### config.mk
export PLATFORM = sky130hd
export DESIGN_NAME = dbg_event_unit
export DESIGN_NICKNAME = d
export VERILOG_FILES = /design/src/dbg_event_pkg.sv /design/src/dbg_event_unit.sv
export SDC_FILE = /design/constraint.sdc
export NUM_CORES = 1
export LEC_CHECK = 0
export BUFFER_PORTS_ARGS = -buffer_cell sky130_fd_sc_hd__buf_2
export CAP_MARGIN = 0
export CORE_AREA = 3 3 188 190
export CTS_CLUSTER_DIAMETER = 80
export DETAILED_ROUTE_END_ITERATION = 16
export DIE_AREA = 0 0 191 193
export PLACE_DENSITY = 0.49
export SYNTH_ARGS = -nofsm -noshare
export SYNTH_HDL_FRONTEND = slang
export SYNTH_SLANG_ARGS = --single-unit
### constraint.sdc
create_clock -name clk -period 4.5 [get_ports clk]
set_input_delay 0.9 -clock clk [delete_from_list [all_inputs] [get_ports clk]]
set_output_delay 0.9 -clock clk [all_outputs]
set_load 0.005 [all_outputs]
### src/dbg_event_pkg.sv
// How it works
// - Mode 01 matches only if every enabled lane is accessed and equal.
// - Mode 10 matches if any enabled lane is accessed and equal.
// - Mode 11 runs the all-lanes test per lane pair, either pair matching.
// - Select bit 0 handles value events synchronously, 1 asynchronously.
// - Each storage access of one instruction is judged on its own.
// - Only cache-line-zero counts among cache ops, as a write of zeroes.
// - A conditional store without reservation raises no write value event.
// - Indexed string ops with byte count zero raise no value event.
// - Taken branch with its enable set raises a taken-branch event in every mode but internal alone with irq disallowed.
// - External or wait mode: branch status set, suppressed, stop at branch.
// - Internal mode, irq allowed: branch status set, suppressed, debug irq.
// - Internal mode alone, irq disallowed: no taken-branch events.
// - Trace mode: branch status set, trace signalled, execution goes on.
// - Satisfied trap op with its enable set raises a trap event.
// - External or wait mode: trap status set, suppressed, stop at trap.
// - Internal mode, irq allowed: trap status set, suppressed, debug irq.
// - Internal alone, irq disallowed: trap and imprecise set, program trap.
// - Recorded imprecise trap gives debug irq when allow rises, unless cleared.
// - Trace mode: trap status set, trace signalled, execution goes on.
// - All-zero lane mask disables that value event; nonzero enables it unless its mode is 00.
// - Value events set the shared address-compare read/write status bits.
// - Mask bit 3 is lane 0, the most significant byte; lane must be sent.
// - Only lanes inside the aligned word of the starting byte are compared.
package dbg_event_pkg;

   // ****************************************************************
   // Register map (byte addresses)
   // ****************************************************************
   localparam logic [4:0] ctrl_zero_off = 5'h00;
   localparam logic [4:0] ctrl_two_off = 5'h04;
   localparam logic [4:0] cmp_a_off = 5'h08;
   localparam logic [4:0] cmp_b_off = 5'h0c;
   localparam logic [4:0] status_off = 5'h10;
   localparam logic [4:0] msr_off = 5'h14;
   localparam logic [4:0] csave_off = 5'h18;

   // debug_ctrl_zero fields
   localparam int brt_en_bit = 0;
   localparam int trap_en_bit = 1;
   localparam int ext_mode_bit = 2;
   localparam int wait_mode_bit = 3;
   localparam int int_mode_bit = 4;
   localparam int trace_mode_bit = 5;
   localparam logic [5:0] ctrl_zero_rst = 6'h00;

   // debug_ctrl_two fields
   localparam int mask_a_lsb = 0;
   localparam int mask_b_lsb = 4;
   localparam int mode_a_lsb = 8;
   localparam int mode_b_lsb = 10;
   localparam int async_sel_bit = 12;
   localparam logic [12:0] ctrl_two_rst = 13'h0000;

   // debug_status_reg fields
   localparam int st_a_read = 0;
   localparam int st_a_write = 1;
   localparam int st_b_read = 2;
   localparam int st_b_write = 3;
   localparam int st_brt = 4;
   localparam int st_trap = 5;
   localparam int st_imprecise = 6;
   localparam logic [6:0] status_rst = 7'h00;

   // Compare modes and cache line size
   localparam logic [1:0] mode_off = 2'b00;
   localparam logic [1:0] mode_and = 2'b01;
   localparam logic [1:0] mode_or = 2'b10;
   localparam logic [1:0] mode_and_or = 2'b11;
   localparam int cache_line_bytes = 32;

endpackage

### src/dbg_event_unit.sv
// Register access over Avalon-MM and the placing of the registers were chosen for this implementation.
`timescale 1ns/1ps
module dbg_event_unit #(
   parameter int pc_width = 32
) (
   input wire logic clk,
   input wire logic resetn,
   // Avalon-MM slave
   input wire logic [4:0] avs_address,
   input wire logic avs_read,
   input wire logic avs_write,
   input wire logic [31:0] avs_writedata,
   input wire logic [3:0] avs_byteenable,
   output logic [31:0] avs_readdata,
   output logic avs_waitrequest,
   // Storage access from load/store pipe
   input wire logic acc_valid,
   input wire logic acc_is_write,
   input wire logic [1:0] acc_offset,
   input wire logic [2:0] acc_len,
   input wire logic [31:0] acc_data,
   input wire logic acc_addr_hit_a,
   input wire logic acc_addr_hit_b,
   input wire logic acc_cache_op,
   input wire logic acc_cache_zero,
   input wire logic acc_store_cond,
   input wire logic acc_reservation,
   input wire logic acc_string_idx,
   input wire logic [6:0] string_byte_count,
   // Instruction outcomes
   input wire logic [pc_width-1:0] ins_pc,
   input wire logic branch_taken,
   input wire logic trap_word_op,
   // Debug action outputs
   output logic suppress,
   output logic stop_req,
   output logic [pc_width-1:0] stop_pc,
   output logic dbg_irq,
   output logic prog_trap_irq,
   output logic [pc_width-1:0] critical_save_pc,
   output logic trace_valid,
   output logic [2:0] trace_code
);
   import dbg_event_pkg::*;

   // ****************************************************************
   // Register state
   // ****************************************************************
   logic [5:0] debug_ctrl_zero_q;
   logic [12:0] debug_ctrl_two_q;
   logic [31:0] value_cmp_reg_a_q;
   logic [31:0] value_cmp_reg_b_q;
   logic [6:0] debug_status_reg_q;
   logic dbg_irq_allow_q;
   logic allow_prev_q;
   logic wait_q;
   logic [31:0] rdata_q;
   logic suppress_q;
   logic stop_req_q;
   logic [pc_width-1:0] stop_pc_q;
   logic dbg_irq_q;
   logic prog_trap_q;
   logic [pc_width-1:0] csave_q;
   logic trace_valid_q;
   logic [2:0] trace_code_q;

   // Named views of the control fields
   logic [3:0] value_cmp_lane_mask_a;
   logic [3:0] value_cmp_lane_mask_b;
   logic [1:0] value_cmp_mode_sel_a;
   logic [1:0] value_cmp_mode_sel_b;
   logic async_addr_cmp_sel;
   logic dbg_mode;
   logic int_only;
   logic trace_only;

   assign value_cmp_lane_mask_a = debug_ctrl_two_q[mask_a_lsb +: 4];
   assign value_cmp_lane_mask_b = debug_ctrl_two_q[mask_b_lsb +: 4];
   assign value_cmp_mode_sel_a = debug_ctrl_two_q[mode_a_lsb +: 2];
   assign value_cmp_mode_sel_b = debug_ctrl_two_q[mode_b_lsb +: 2];
   assign async_addr_cmp_sel = debug_ctrl_two_q[async_sel_bit];

   // Mode precedence: external/wait over internal over trace
   assign dbg_mode = debug_ctrl_zero_q[ext_mode_bit] | debug_ctrl_zero_q[wait_mode_bit];
   assign int_only = debug_ctrl_zero_q[int_mode_bit] & ~dbg_mode;
   assign trace_only = debug_ctrl_zero_q[trace_mode_bit] & ~dbg_mode
                       & ~debug_ctrl_zero_q[int_mode_bit];

   // ****************************************************************
   // Value compare
   // ****************************************************************
   // Lane k (0 = MSB) sits at vector bit 3-k, matching mask field order
   function automatic logic lane_match(input logic [1:0] mode, input logic [3:0] mask,
                                       input logic [3:0] hit);
      logic [3:0] miss;
      logic res;
      miss = mask & ~hit;
      res = 1'b0;
      case (mode)
         mode_and: res = (mask != 4'h0) && (miss == 4'h0);
         mode_or: res = |(mask & hit);
         // Empty pair never passes, so a lone pair cannot match by default
         mode_and_or: res = ((mask[3:2] != 2'b00) && (miss[3:2] == 2'b00))
                            || ((mask[1:0] != 2'b00) && (miss[1:0] == 2'b00));
         mode_off: res = 1'b0;
         default: res = 1'b0;
      endcase
      return res;
   endfunction

   logic [3:0] acc_lanes;
   logic [3:0] hit_a;
   logic [3:0] hit_b;
   logic [31:0] cmp_data;
   logic acc_ok;
   logic acc_wr;
   logic vc_a;
   logic vc_b;

   // Lanes sent within the aligned word holding the starting byte
   always_comb begin
      logic [3:0] end_lane;
      end_lane = {2'b00, acc_offset} + {1'b0, acc_len} - 4'h1;
      for (int k = 0; k < 4; k++) begin
         acc_lanes[3-k] = (4'(k) >= {2'b00, acc_offset}) && (4'(k) <= end_lane);
      end
      // Cache-line-zero writes zeroes over every lane of each word
      if (acc_cache_zero) begin
         acc_lanes = 4'hf;
      end
   end

   assign cmp_data = acc_cache_zero ? 32'h0000_0000 : acc_data;
   assign acc_wr = acc_is_write | acc_cache_zero;

   // Qualify the access; other cache ops, failed stores, empty strings drop out
   assign acc_ok = acc_valid
                   & ~(acc_cache_op & ~acc_cache_zero)
                   & ~(acc_store_cond & ~acc_reservation)
                   & ~(acc_string_idx & (string_byte_count == 7'h00));

   always_comb begin
      for (int k = 0; k < 4; k++) begin
         hit_a[3-k] = acc_lanes[3-k]
                      && (cmp_data[31-8*k -: 8] == value_cmp_reg_a_q[31-8*k -: 8]);
         hit_b[3-k] = acc_lanes[3-k]
                      && (cmp_data[31-8*k -: 8] == value_cmp_reg_b_q[31-8*k -: 8]);
      end
   end

   // Judged per access cycle, so split accesses are evaluated apart
   assign vc_a = acc_ok & acc_addr_hit_a & (value_cmp_lane_mask_a != 4'h0)
                 & lane_match(value_cmp_mode_sel_a, value_cmp_lane_mask_a, hit_a);
   assign vc_b = acc_ok & acc_addr_hit_b & (value_cmp_lane_mask_b != 4'h0)
                 & lane_match(value_cmp_mode_sel_b, value_cmp_lane_mask_b, hit_b);

   // ****************************************************************
   // Event qualification
   // ****************************************************************
   logic any_mode;
   logic vc_ev;
   logic brt_ev;
   logic trap_ev;
   logic ev_any;
   logic ev_supp;
   logic delayed_irq;
   logic [6:0] status_set;

   assign any_mode = dbg_mode | debug_ctrl_zero_q[int_mode_bit] | trace_only;
   assign vc_ev = (vc_a | vc_b) & any_mode;
   assign brt_ev = debug_ctrl_zero_q[brt_en_bit] & branch_taken
                   & (dbg_mode | (int_only & dbg_irq_allow_q) | trace_only);
   assign trap_ev = debug_ctrl_zero_q[trap_en_bit] & trap_word_op & any_mode;
   assign ev_any = vc_ev | brt_ev | trap_ev;

   // Synchronous value events stop the access; asynchronous ones let it finish
   assign ev_supp = ~trace_only & (brt_ev | trap_ev | (vc_ev & ~async_addr_cmp_sel));

   // Imprecise record plays out once the debug interrupt is allowed again
   assign delayed_irq = int_only & dbg_irq_allow_q & ~allow_prev_q
                        & debug_status_reg_q[st_imprecise]
                        & (debug_status_reg_q[st_trap] | (|debug_status_reg_q[3:0]));

   always_comb begin
      status_set = 7'h00;
      status_set[st_a_read] = vc_a & any_mode & ~acc_wr;
      status_set[st_a_write] = vc_a & any_mode & acc_wr;
      status_set[st_b_read] = vc_b & any_mode & ~acc_wr;
      status_set[st_b_write] = vc_b & any_mode & acc_wr;
      status_set[st_brt] = brt_ev;
      status_set[st_trap] = trap_ev;
      status_set[st_imprecise] = int_only & ~dbg_irq_allow_q & (trap_ev | vc_ev);
   end

   // ****************************************************************
   // Debug actions
   // ****************************************************************
   // Stop state for the external debugger, PC at the offending instruction
   always_ff @(posedge clk or negedge resetn) begin
      if (!resetn) begin
         stop_req_q <= 1'b0;
         stop_pc_q <= '0;
      end else begin
         stop_req_q <= dbg_mode & ev_any;
         if (dbg_mode & ev_any) begin
            stop_pc_q <= ins_pc;
         end
      end
   end

   // Debug interrupt, immediate or delayed, and the trap-type program interrupt
   always_ff @(posedge clk or negedge resetn) begin
      if (!resetn) begin
         dbg_irq_q <= 1'b0;
         prog_trap_q <= 1'b0;
         csave_q <= '0;
      end else begin
         dbg_irq_q <= (int_only & dbg_irq_allow_q & ev_any) | delayed_irq;
         prog_trap_q <= int_only & ~dbg_irq_allow_q & trap_ev;
         if (int_only & dbg_irq_allow_q & ev_any) begin
            csave_q <= ins_pc;
         end
      end
   end

   // Suppression and trace; trace mode never holds up execution
   always_ff @(posedge clk or negedge resetn) begin
      if (!resetn) begin
         suppress_q <= 1'b0;
         trace_valid_q <= 1'b0;
         trace_code_q <= 3'b000;
      end else begin
         suppress_q <= ev_supp;
         trace_valid_q <= trace_only & ev_any;
         trace_code_q <= trace_only ? {vc_ev, trap_ev, brt_ev} : 3'b000;
      end
   end

   // ****************************************************************
   // Avalon-MM slave
   // ****************************************************************
   logic req;
   logic wr_fire;

   assign req = avs_read | avs_write;
   // Write lands at the edge where the master sees waitrequest low
   assign wr_fire = avs_write & ~wait_q;

   function automatic logic [31:0] merge(input logic [31:0] old, input logic [31:0] nw,
                                         input logic [3:0] be);
      logic [31:0] r;
      r = old;
      for (int i = 0; i < 4; i++) begin
         if (be[i]) begin
            r[8*i +: 8] = nw[8*i +: 8];
         end
      end
      return r;
   endfunction

   // One wait cycle per access; the slave releases for exactly one cycle
   always_ff @(posedge clk or negedge resetn) begin
      if (!resetn) begin
         wait_q <= 1'b1;
      end else begin
         wait_q <= ~(req & wait_q);
      end
   end

   // Read mux, captured while waitrequest is still high
   always_ff @(posedge clk or negedge resetn) begin
      if (!resetn) begin
         rdata_q <= 32'h0000_0000;
      end else if (avs_read & wait_q) begin
         case (avs_address)
            ctrl_zero_off: rdata_q <= {26'h0, debug_ctrl_zero_q};
            ctrl_two_off: rdata_q <= {19'h0, debug_ctrl_two_q};
            cmp_a_off: rdata_q <= value_cmp_reg_a_q;
            cmp_b_off: rdata_q <= value_cmp_reg_b_q;
            status_off: rdata_q <= {25'h0, debug_status_reg_q};
            msr_off: rdata_q <= {31'h0, dbg_irq_allow_q};
            csave_off: rdata_q <= 32'(csave_q);
            default: rdata_q <= 32'h0000_0000;
         endcase
      end
   end

   // Control and compare registers
   always_ff @(posedge clk or negedge resetn) begin
      if (!resetn) begin
         debug_ctrl_zero_q <= ctrl_zero_rst;
         debug_ctrl_two_q <= ctrl_two_rst;
         value_cmp_reg_a_q <= 32'h0000_0000;
         value_cmp_reg_b_q <= 32'h0000_0000;
         dbg_irq_allow_q <= 1'b0;
      end else if (wr_fire) begin
         case (avs_address)
            ctrl_zero_off: debug_ctrl_zero_q <= 6'(merge({26'h0, debug_ctrl_zero_q},
                                                         avs_writedata, avs_byteenable));
            ctrl_two_off: debug_ctrl_two_q <= 13'(merge({19'h0, debug_ctrl_two_q},
                                                        avs_writedata, avs_byteenable));
            cmp_a_off: value_cmp_reg_a_q <= merge(value_cmp_reg_a_q, avs_writedata,
                                                  avs_byteenable);
            cmp_b_off: value_cmp_reg_b_q <= merge(value_cmp_reg_b_q, avs_writedata,
                                                  avs_byteenable);
            msr_off: begin
               if (avs_byteenable[0]) begin
                  dbg_irq_allow_q <= avs_writedata[0];
               end
            end
            default: begin
            end
         endcase
      end
   end

   // Allow edge detector for the delayed interrupt
   always_ff @(posedge clk or negedge resetn) begin
      if (!resetn) begin
         allow_prev_q <= 1'b0;
      end else begin
         allow_prev_q <= dbg_irq_allow_q;
      end
   end

   // Status: write one to clear, a new event in the same cycle wins
   logic [6:0] status_clr;
   assign status_clr = (wr_fire && avs_address == status_off && avs_byteenable[0])
                       ? avs_writedata[6:0] : 7'h00;
   always_ff @(posedge clk or negedge resetn) begin
      if (!resetn) begin
         debug_status_reg_q <= status_rst;
      end else begin
         debug_status_reg_q <= (debug_status_reg_q & ~status_clr) | status_set;
      end
   end

   // ****************************************************************
   // Outputs
   // ****************************************************************
   assign avs_readdata = rdata_q;
   assign avs_waitrequest = wait_q;
   assign suppress = suppress_q;
   assign stop_req = stop_req_q;
   assign stop_pc = stop_pc_q;
   assign dbg_irq = dbg_irq_q;
   assign prog_trap_irq = prog_trap_q;
   assign critical_save_pc = csave_q;
   assign trace_valid = trace_valid_q;
   assign trace_code = trace_code_q;

endmodule

=== After elaboration in Yosys (flattened, before gate mapping) ===
Index checks and enable logic that the tools add are counted.

* Add/sub/neg operators: 2
* Order comparisons: 7
* Eq/ne operators: 20
* Multiplexer cells: 7
* Bitwise gates (word level): 79
* Reductions and logical operators: 52

{| class="wikitable"
|+ Operators by type and width
! kind !! count
|-
| one-hot mux 32 bit (7 select lines) || 1
|-
| equality test 8 bit || 8
|-
| AND 1 bit || 41
|-
| AND reduction 3 bit || 12
|-
| 2-to-1 mux 32 bit || 1
|-
| logical AND 1 bit || 19
|-
| AND 4 bit || 4
|-
| equality test 5 bit, second input constant || 3
|-
| bitwise OR 1 bit || 15
|-
| inverter 1 bit || 14
|-
| zero test 2 bit || 6
|-
| OR reduction 4 bit || 3
|-
| equality test 5 x 4 -> 1 bit, second input constant || 2
|-
| equality test 2 bit, second input constant || 4
|-
| <= comparator 1 x 4 -> 1 bit, first input constant || 2
|-
| <= comparator 2 x 4 -> 1 bit, first input constant || 2
|-
| zero test 4 bit || 2
|-
| inverter 4 bit || 2
|-
| one-hot mux 1 bit (4 select lines) || 2
|-
| nonzero test 2 bit || 4
|-
| nonzero test 4 bit || 2
|-
| AND 7 bit || 1
|-
| zero test 7 bit || 1
|-
| 2-to-1 mux 7 bit || 1
|-
| other kinds (12) || 15
|}

* Register bits: 197
* Input port bits: 132
* Word-level logic and storage cells: 191

=== Logic depth before layout (Yosys ltp) ===
* Word-level depth: 19
* Gate-level depth with buffers: 16

=== Worst setup path before layout ===
Ideal clock, no wire load.

* Kind: input to register
* Start: in acc_offset[1]
* End: reg stop_pc_q[10] (netlist: stop_pc[10])
* Library setup time: 125 ps
* Data arrival time: 4066 ps
* Required time: 4375 ps
* Slack: 309 ps
* Stages: 16
* Buffers on the path: 1
* Path through: inv_1 ha_1 inv_1 ha_1 inv_1 fa_1 xnor2_1 nand3b_1 a21oi_1 or4_1 a22o_1 o31ai_2 nand4_4 a31oi_4 buf_6 mux2_4

* Longest elaborated chain between the ends: 18

{| class="wikitable"
|+ Ends and longest elaborated chain
! item !! line !! source
|-
| from (decl) || dbg_event_unit.sv:19 || <nowiki>input wire logic [1:0] acc_offset,</nowiki>
|-
| adder 2 x 3 -> 4 bit || dbg_event_unit.sv:123 || <nowiki>end_lane = {2'b00, acc_offset} + {1'b0, acc_len} - 4'h1;</nowiki>
|-
| subtractor 4 x 1 -> 4 bit || dbg_event_unit.sv:123 ||
|-
| <= comparator 1 x 4 -> 1 bit or <= comparator 2 x 4 -> 1 bit (tied branches) || dbg_event_unit.sv:125 || <nowiki>acc_lanes[3-k] = (4'(k) >= {2'b00, acc_offset}) && (4'(k) <= end_lane);</nowiki>
|-
| logical AND 1 bit || dbg_event_unit.sv:125 ||
|-
| 2-to-1 mux 4 bit * || dbg_event_unit.sv:128 || <nowiki>if (acc_cache_zero) begin</nowiki>
|-
| logical AND 1 bit (on tied branches) || dbg_event_unit.sv:145, dbg_event_unit.sv:147 ||
|-
| inverter 4 bit || dbg_event_unit.sv:97 || <nowiki>miss = mask & ~hit;</nowiki>
|-
| AND 4 bit || dbg_event_unit.sv:97 ||
|-
| zero test 2 bit (on tied branches) || dbg_event_unit.sv:103, dbg_event_unit.sv:104 ||
|-
| logical AND 1 bit (on tied branches) || dbg_event_unit.sv:103, dbg_event_unit.sv:104 ||
|-
| logical OR 1 bit || dbg_event_unit.sv:104 || <nowiki>|| ((mask[1:0] != 2'b00) && (miss[1:0] == 2'b00));</nowiki>
|-
| one-hot mux 1 bit (4 select lines) || dbg_event_unit.sv:99 || <nowiki>case (mode)</nowiki>
|-
| AND 1 bit (on tied branches) || dbg_event_unit.sv:153, dbg_event_unit.sv:155 ||
|-
| bitwise OR 1 bit * || dbg_event_unit.sv:170 || <nowiki>assign vc_ev = (vc_a | vc_b) & any_mode;</nowiki>
|-
| AND 1 bit * || dbg_event_unit.sv:170 ||
|-
| bitwise OR 1 bit * (2 in series) || dbg_event_unit.sv:174 || <nowiki>assign ev_any = vc_ev | brt_ev | trap_ev;</nowiki>
|-
| AND 1 bit * || dbg_event_unit.sv:205 || <nowiki>if (dbg_mode & ev_any) begin</nowiki>
|-
| to (signal assigned) || dbg_event_unit.sv:206 || <nowiki>stop_pc_q <= ins_pc;</nowiki>
|-
| to (decl) || dbg_event_unit.sv:60 || <nowiki>logic [pc_width-1:0] stop_pc_q;</nowiki>
|}

Every way passes the cells marked *; elsewhere a longest branch is shown, timed or not.
A chain may end at the register's enable or synchronous reset.

=== Worst setup path in the final report ===
* Start: in acc_offset[1]
* End: reg stop_pc_q[31] (netlist: stop_pc[31])

Same word-level chain as after synthesis.

==> out/metrics.yaml <==
regToRegSetupSlack_ps: 1300
dp_hpwl_um: 25560
area_growth_pct: 24.10
drt_pass1_iterations: 6
fin_skew_ps: 11.93
final_nets: 1252
core.rowCount: 67
fp.dieH_um: 193
die_x_um: 191
power_density_nw_per_um2: 343.2
synth.distinct_cells: 68
netlist.area_leader.share_pct: 48.78
wl_per_cell_um: 20.92
cap_violations: 0
async_flop_share_pct: 100.0
cts_tree: "built"
yosysTopAreaCell: "dfrtp_1"
crit_type: "in2reg"
routed_wl_um: 33030
rsz0062_at_grt: "false"
ys.flop_type: "dfrtp_1"
fill_cells: 3394
min_path_type: "in2async"
grt_usage_pct: 17.87
max_clock_freq_ghz: 0.2496
status: "complete, no violations"
worstMarginPinSlew_ps: 1199
seq_area_frac_synth_pct: 49.04
clock_latency_ps: 450
synth_area_um2: 10050
finalPower_mw: 4.282
slew_violations: 0
cts_hold_buf: 0
setup_viol: 0
syn_inst: 873
vias: 8139
cts-htree-levels: 4
antenna_found_initial: 9
crit_fanout: 25
die-area_um2: 36860
worst_r2r_endpoint: "stop_pc[31]$_DFFE_PN0P_"
antenna_left: 0
initialDrtViolationCount: 532
syn_area_per_cell_um2: 11.52
crit_path_start_kind: "input pin"
place.gp.congestion: 0.8712
r2r_cells: 10
crit_arrival_ps: 4340
period_share_pct: 89.05
ys_warn_count: 0
cts.reportedPaths.clkPinSlew_ps: 70
required_ps: 4830
io_pins: 237
drc: 0
reg2reg_from: "value_cmp_reg_b_q[11]$_DFFE_PN0P_"
via_per_inst: 5.155
fin_crit_ps: 4007
numCtsBuffers: 17
synthesis.nets: 1009
relSlewSlack_pct: 19.36
power_leakage_nw: 5.978
grt_pass1_wl_um: 50000
cts_sinks: 197
grt_start_max_net_pins: 90
synth_edf_count: 0
seqCellArea_um2: 4931
core_area_um2: 33620
initial_utilization_pct: 29.91
endpoint_kind: "register"
grt_pass1_vias: 7981
drive_gt1_share_pct: 39.10
cts_setup_buffers: 0
synth-seq-cells: 197
synth.area.top_cells: "dfrtp_1 (49%), mux2_2 (11%), mux2_4 (4.3%)"
whs_ps: 463.0
cts_buffer_depth: 2
multiInputGateArea_um2: 4801
finalHoldViolCount: 0
vdd_drop_max_mv: 0.2599
cts_resized: 0
numPortBuffers: 236
root_buffer: "clkbuf_16"
grt-ovfl-total: 0
[flip-flops by register name, summed over array words and instances (netlist names)]
register,flops
stop_pc,32
avs_readdata,32
stop_req,1
suppress,1
value_cmp_reg_b_q,32
debug_ctrl_zero_q,6
critical_save_pc,32
trace_code,3
allow_prev_q,1
dbg_irq,1
debug_status_reg_q,7
trace_valid,1
dbg_irq_allow_q,1
avs_waitrequest,1
debug_ctrl_two_q,13
prog_trap_irq,1
value_cmp_reg_a_q,32
[cells in the final DEF (no fill, tap or decap), drive strengths merged, types with 19 or more instances in the layout]
cell	count
buf	266
dfrtp	196
mux2	140
nand2	87
o21ai	54
nor2	44
nor3	23
inv	21
a222oi	20
clkbuf	19
[stage by stage]
step | area (um2) | TNS, ps | cells | setup WS, ps | utilization, %
after floorplan | 10050 | 0 | 873 | 308.6 | -
after global placement | 11840 | 0 | 1545 | 33.51 | 35.21
after detailed placement | 11840 | -15.97 | 1545 | -15.77 | 35.21
after CTS | 12470 | 0 | 1576 | 471.6 | 37.10
after global routing | 12480 | 0 | 1579 | 198.3 | 37.12
final | 12480 | 0 | 1579 | 493.0 | 37.12
[worst max-delay path: stages]
cell	delay, ps
buf_2	90
inv_1	50
ha_1	280
inv_1	60
ha_1	130
inv_1	40
fa_1	370
xnor2_1	150
nand3b_1	80
a21oi_1	110
or4_1	520
a22o_1	220
o31ai_2	300
nand4_4	190
a31oi_4	220
buf_12	240
mux2_2	360
[layer usage]
layer  vias up  GRT usage [%]  part of all wire, %
li1       3791              -                    -
met1      4052          25.86                   48
met2       241          27.16                   44
met3        43          3.833                  6.4
met4        12          4.798                  1.4
met5         -              0                 0.23
[cell usage after synthesis (all sizes together), types with 4 or more instances]
master / count
a21oi: 6
a221oi: 14
a222oi: 20
a22o: 15
a22oi: 16
a31oi: 15
and3: 10
buf: 13
clkbuf: 30
dfrtp: 196
inv: 19
mux2: 140
nand2: 87
nand2b: 8
nand3: 8
nand3b: 5
nor2: 44
nor2b: 6
nor3: 23
nor4: 7
nor4b: 10
nor4bb: 10
o21ai: 54
o21ba: 6
o21bai: 4
o22ai: 7
o31ai: 5
o32a: 6
o32ai: 6
or4: 4
xnor2: 16
xor2: 14
[cells by family after synthesis]
kind of cell	after synthesis	synth area share, %
muxes	141	16.86
adders and majority gates	4	0.5725
DFF	197	49.04
AOI/OAI and AO/OA	198	14.88
buffers and inverters	62	3.211
xor gates and xnor gates	30	2.613
and+or+nand+nor	241	12.82
[power by group]
part           switching [mW]  internal [mW]
combinational           0.298          0.290
clock                   0.698          0.984
sequential              0.129           1.88
[worst max-delay path by stage]
| stage | start | to |
|---|---|---|
| after global placement | acc_offset[1] | stop_pc[31]$_DFFE_PN0P_ |
| after floorplan | acc_offset[1] | stop_pc[10]$_DFFE_PN0P_ |
| final | acc_offset[1] | stop_pc[31]$_DFFE_PN0P_ |
| after detailed placement | acc_offset[1] | stop_pc[31]$_DFFE_PN0P_ |
| after CTS | acc_offset[1] | stop_pc[31]$_DFFE_PN0P_ |
| after global routing | acc_offset[1] | stop_pc[31]$_DFFE_PN0P_ |
[layout make-up]
cell class                 instances  share of cell area, %
timing repair buffer             267                  11.80
multi-input combinational        614                  38.47
inverter                          19                 0.5715
antenna                            3                0.06016
clock inverter                    13                  1.644
sequential                       197                  39.52
clock buffer                      18                  3.439
tap                              448                  4.492
(Power assumes the default switching activity.)
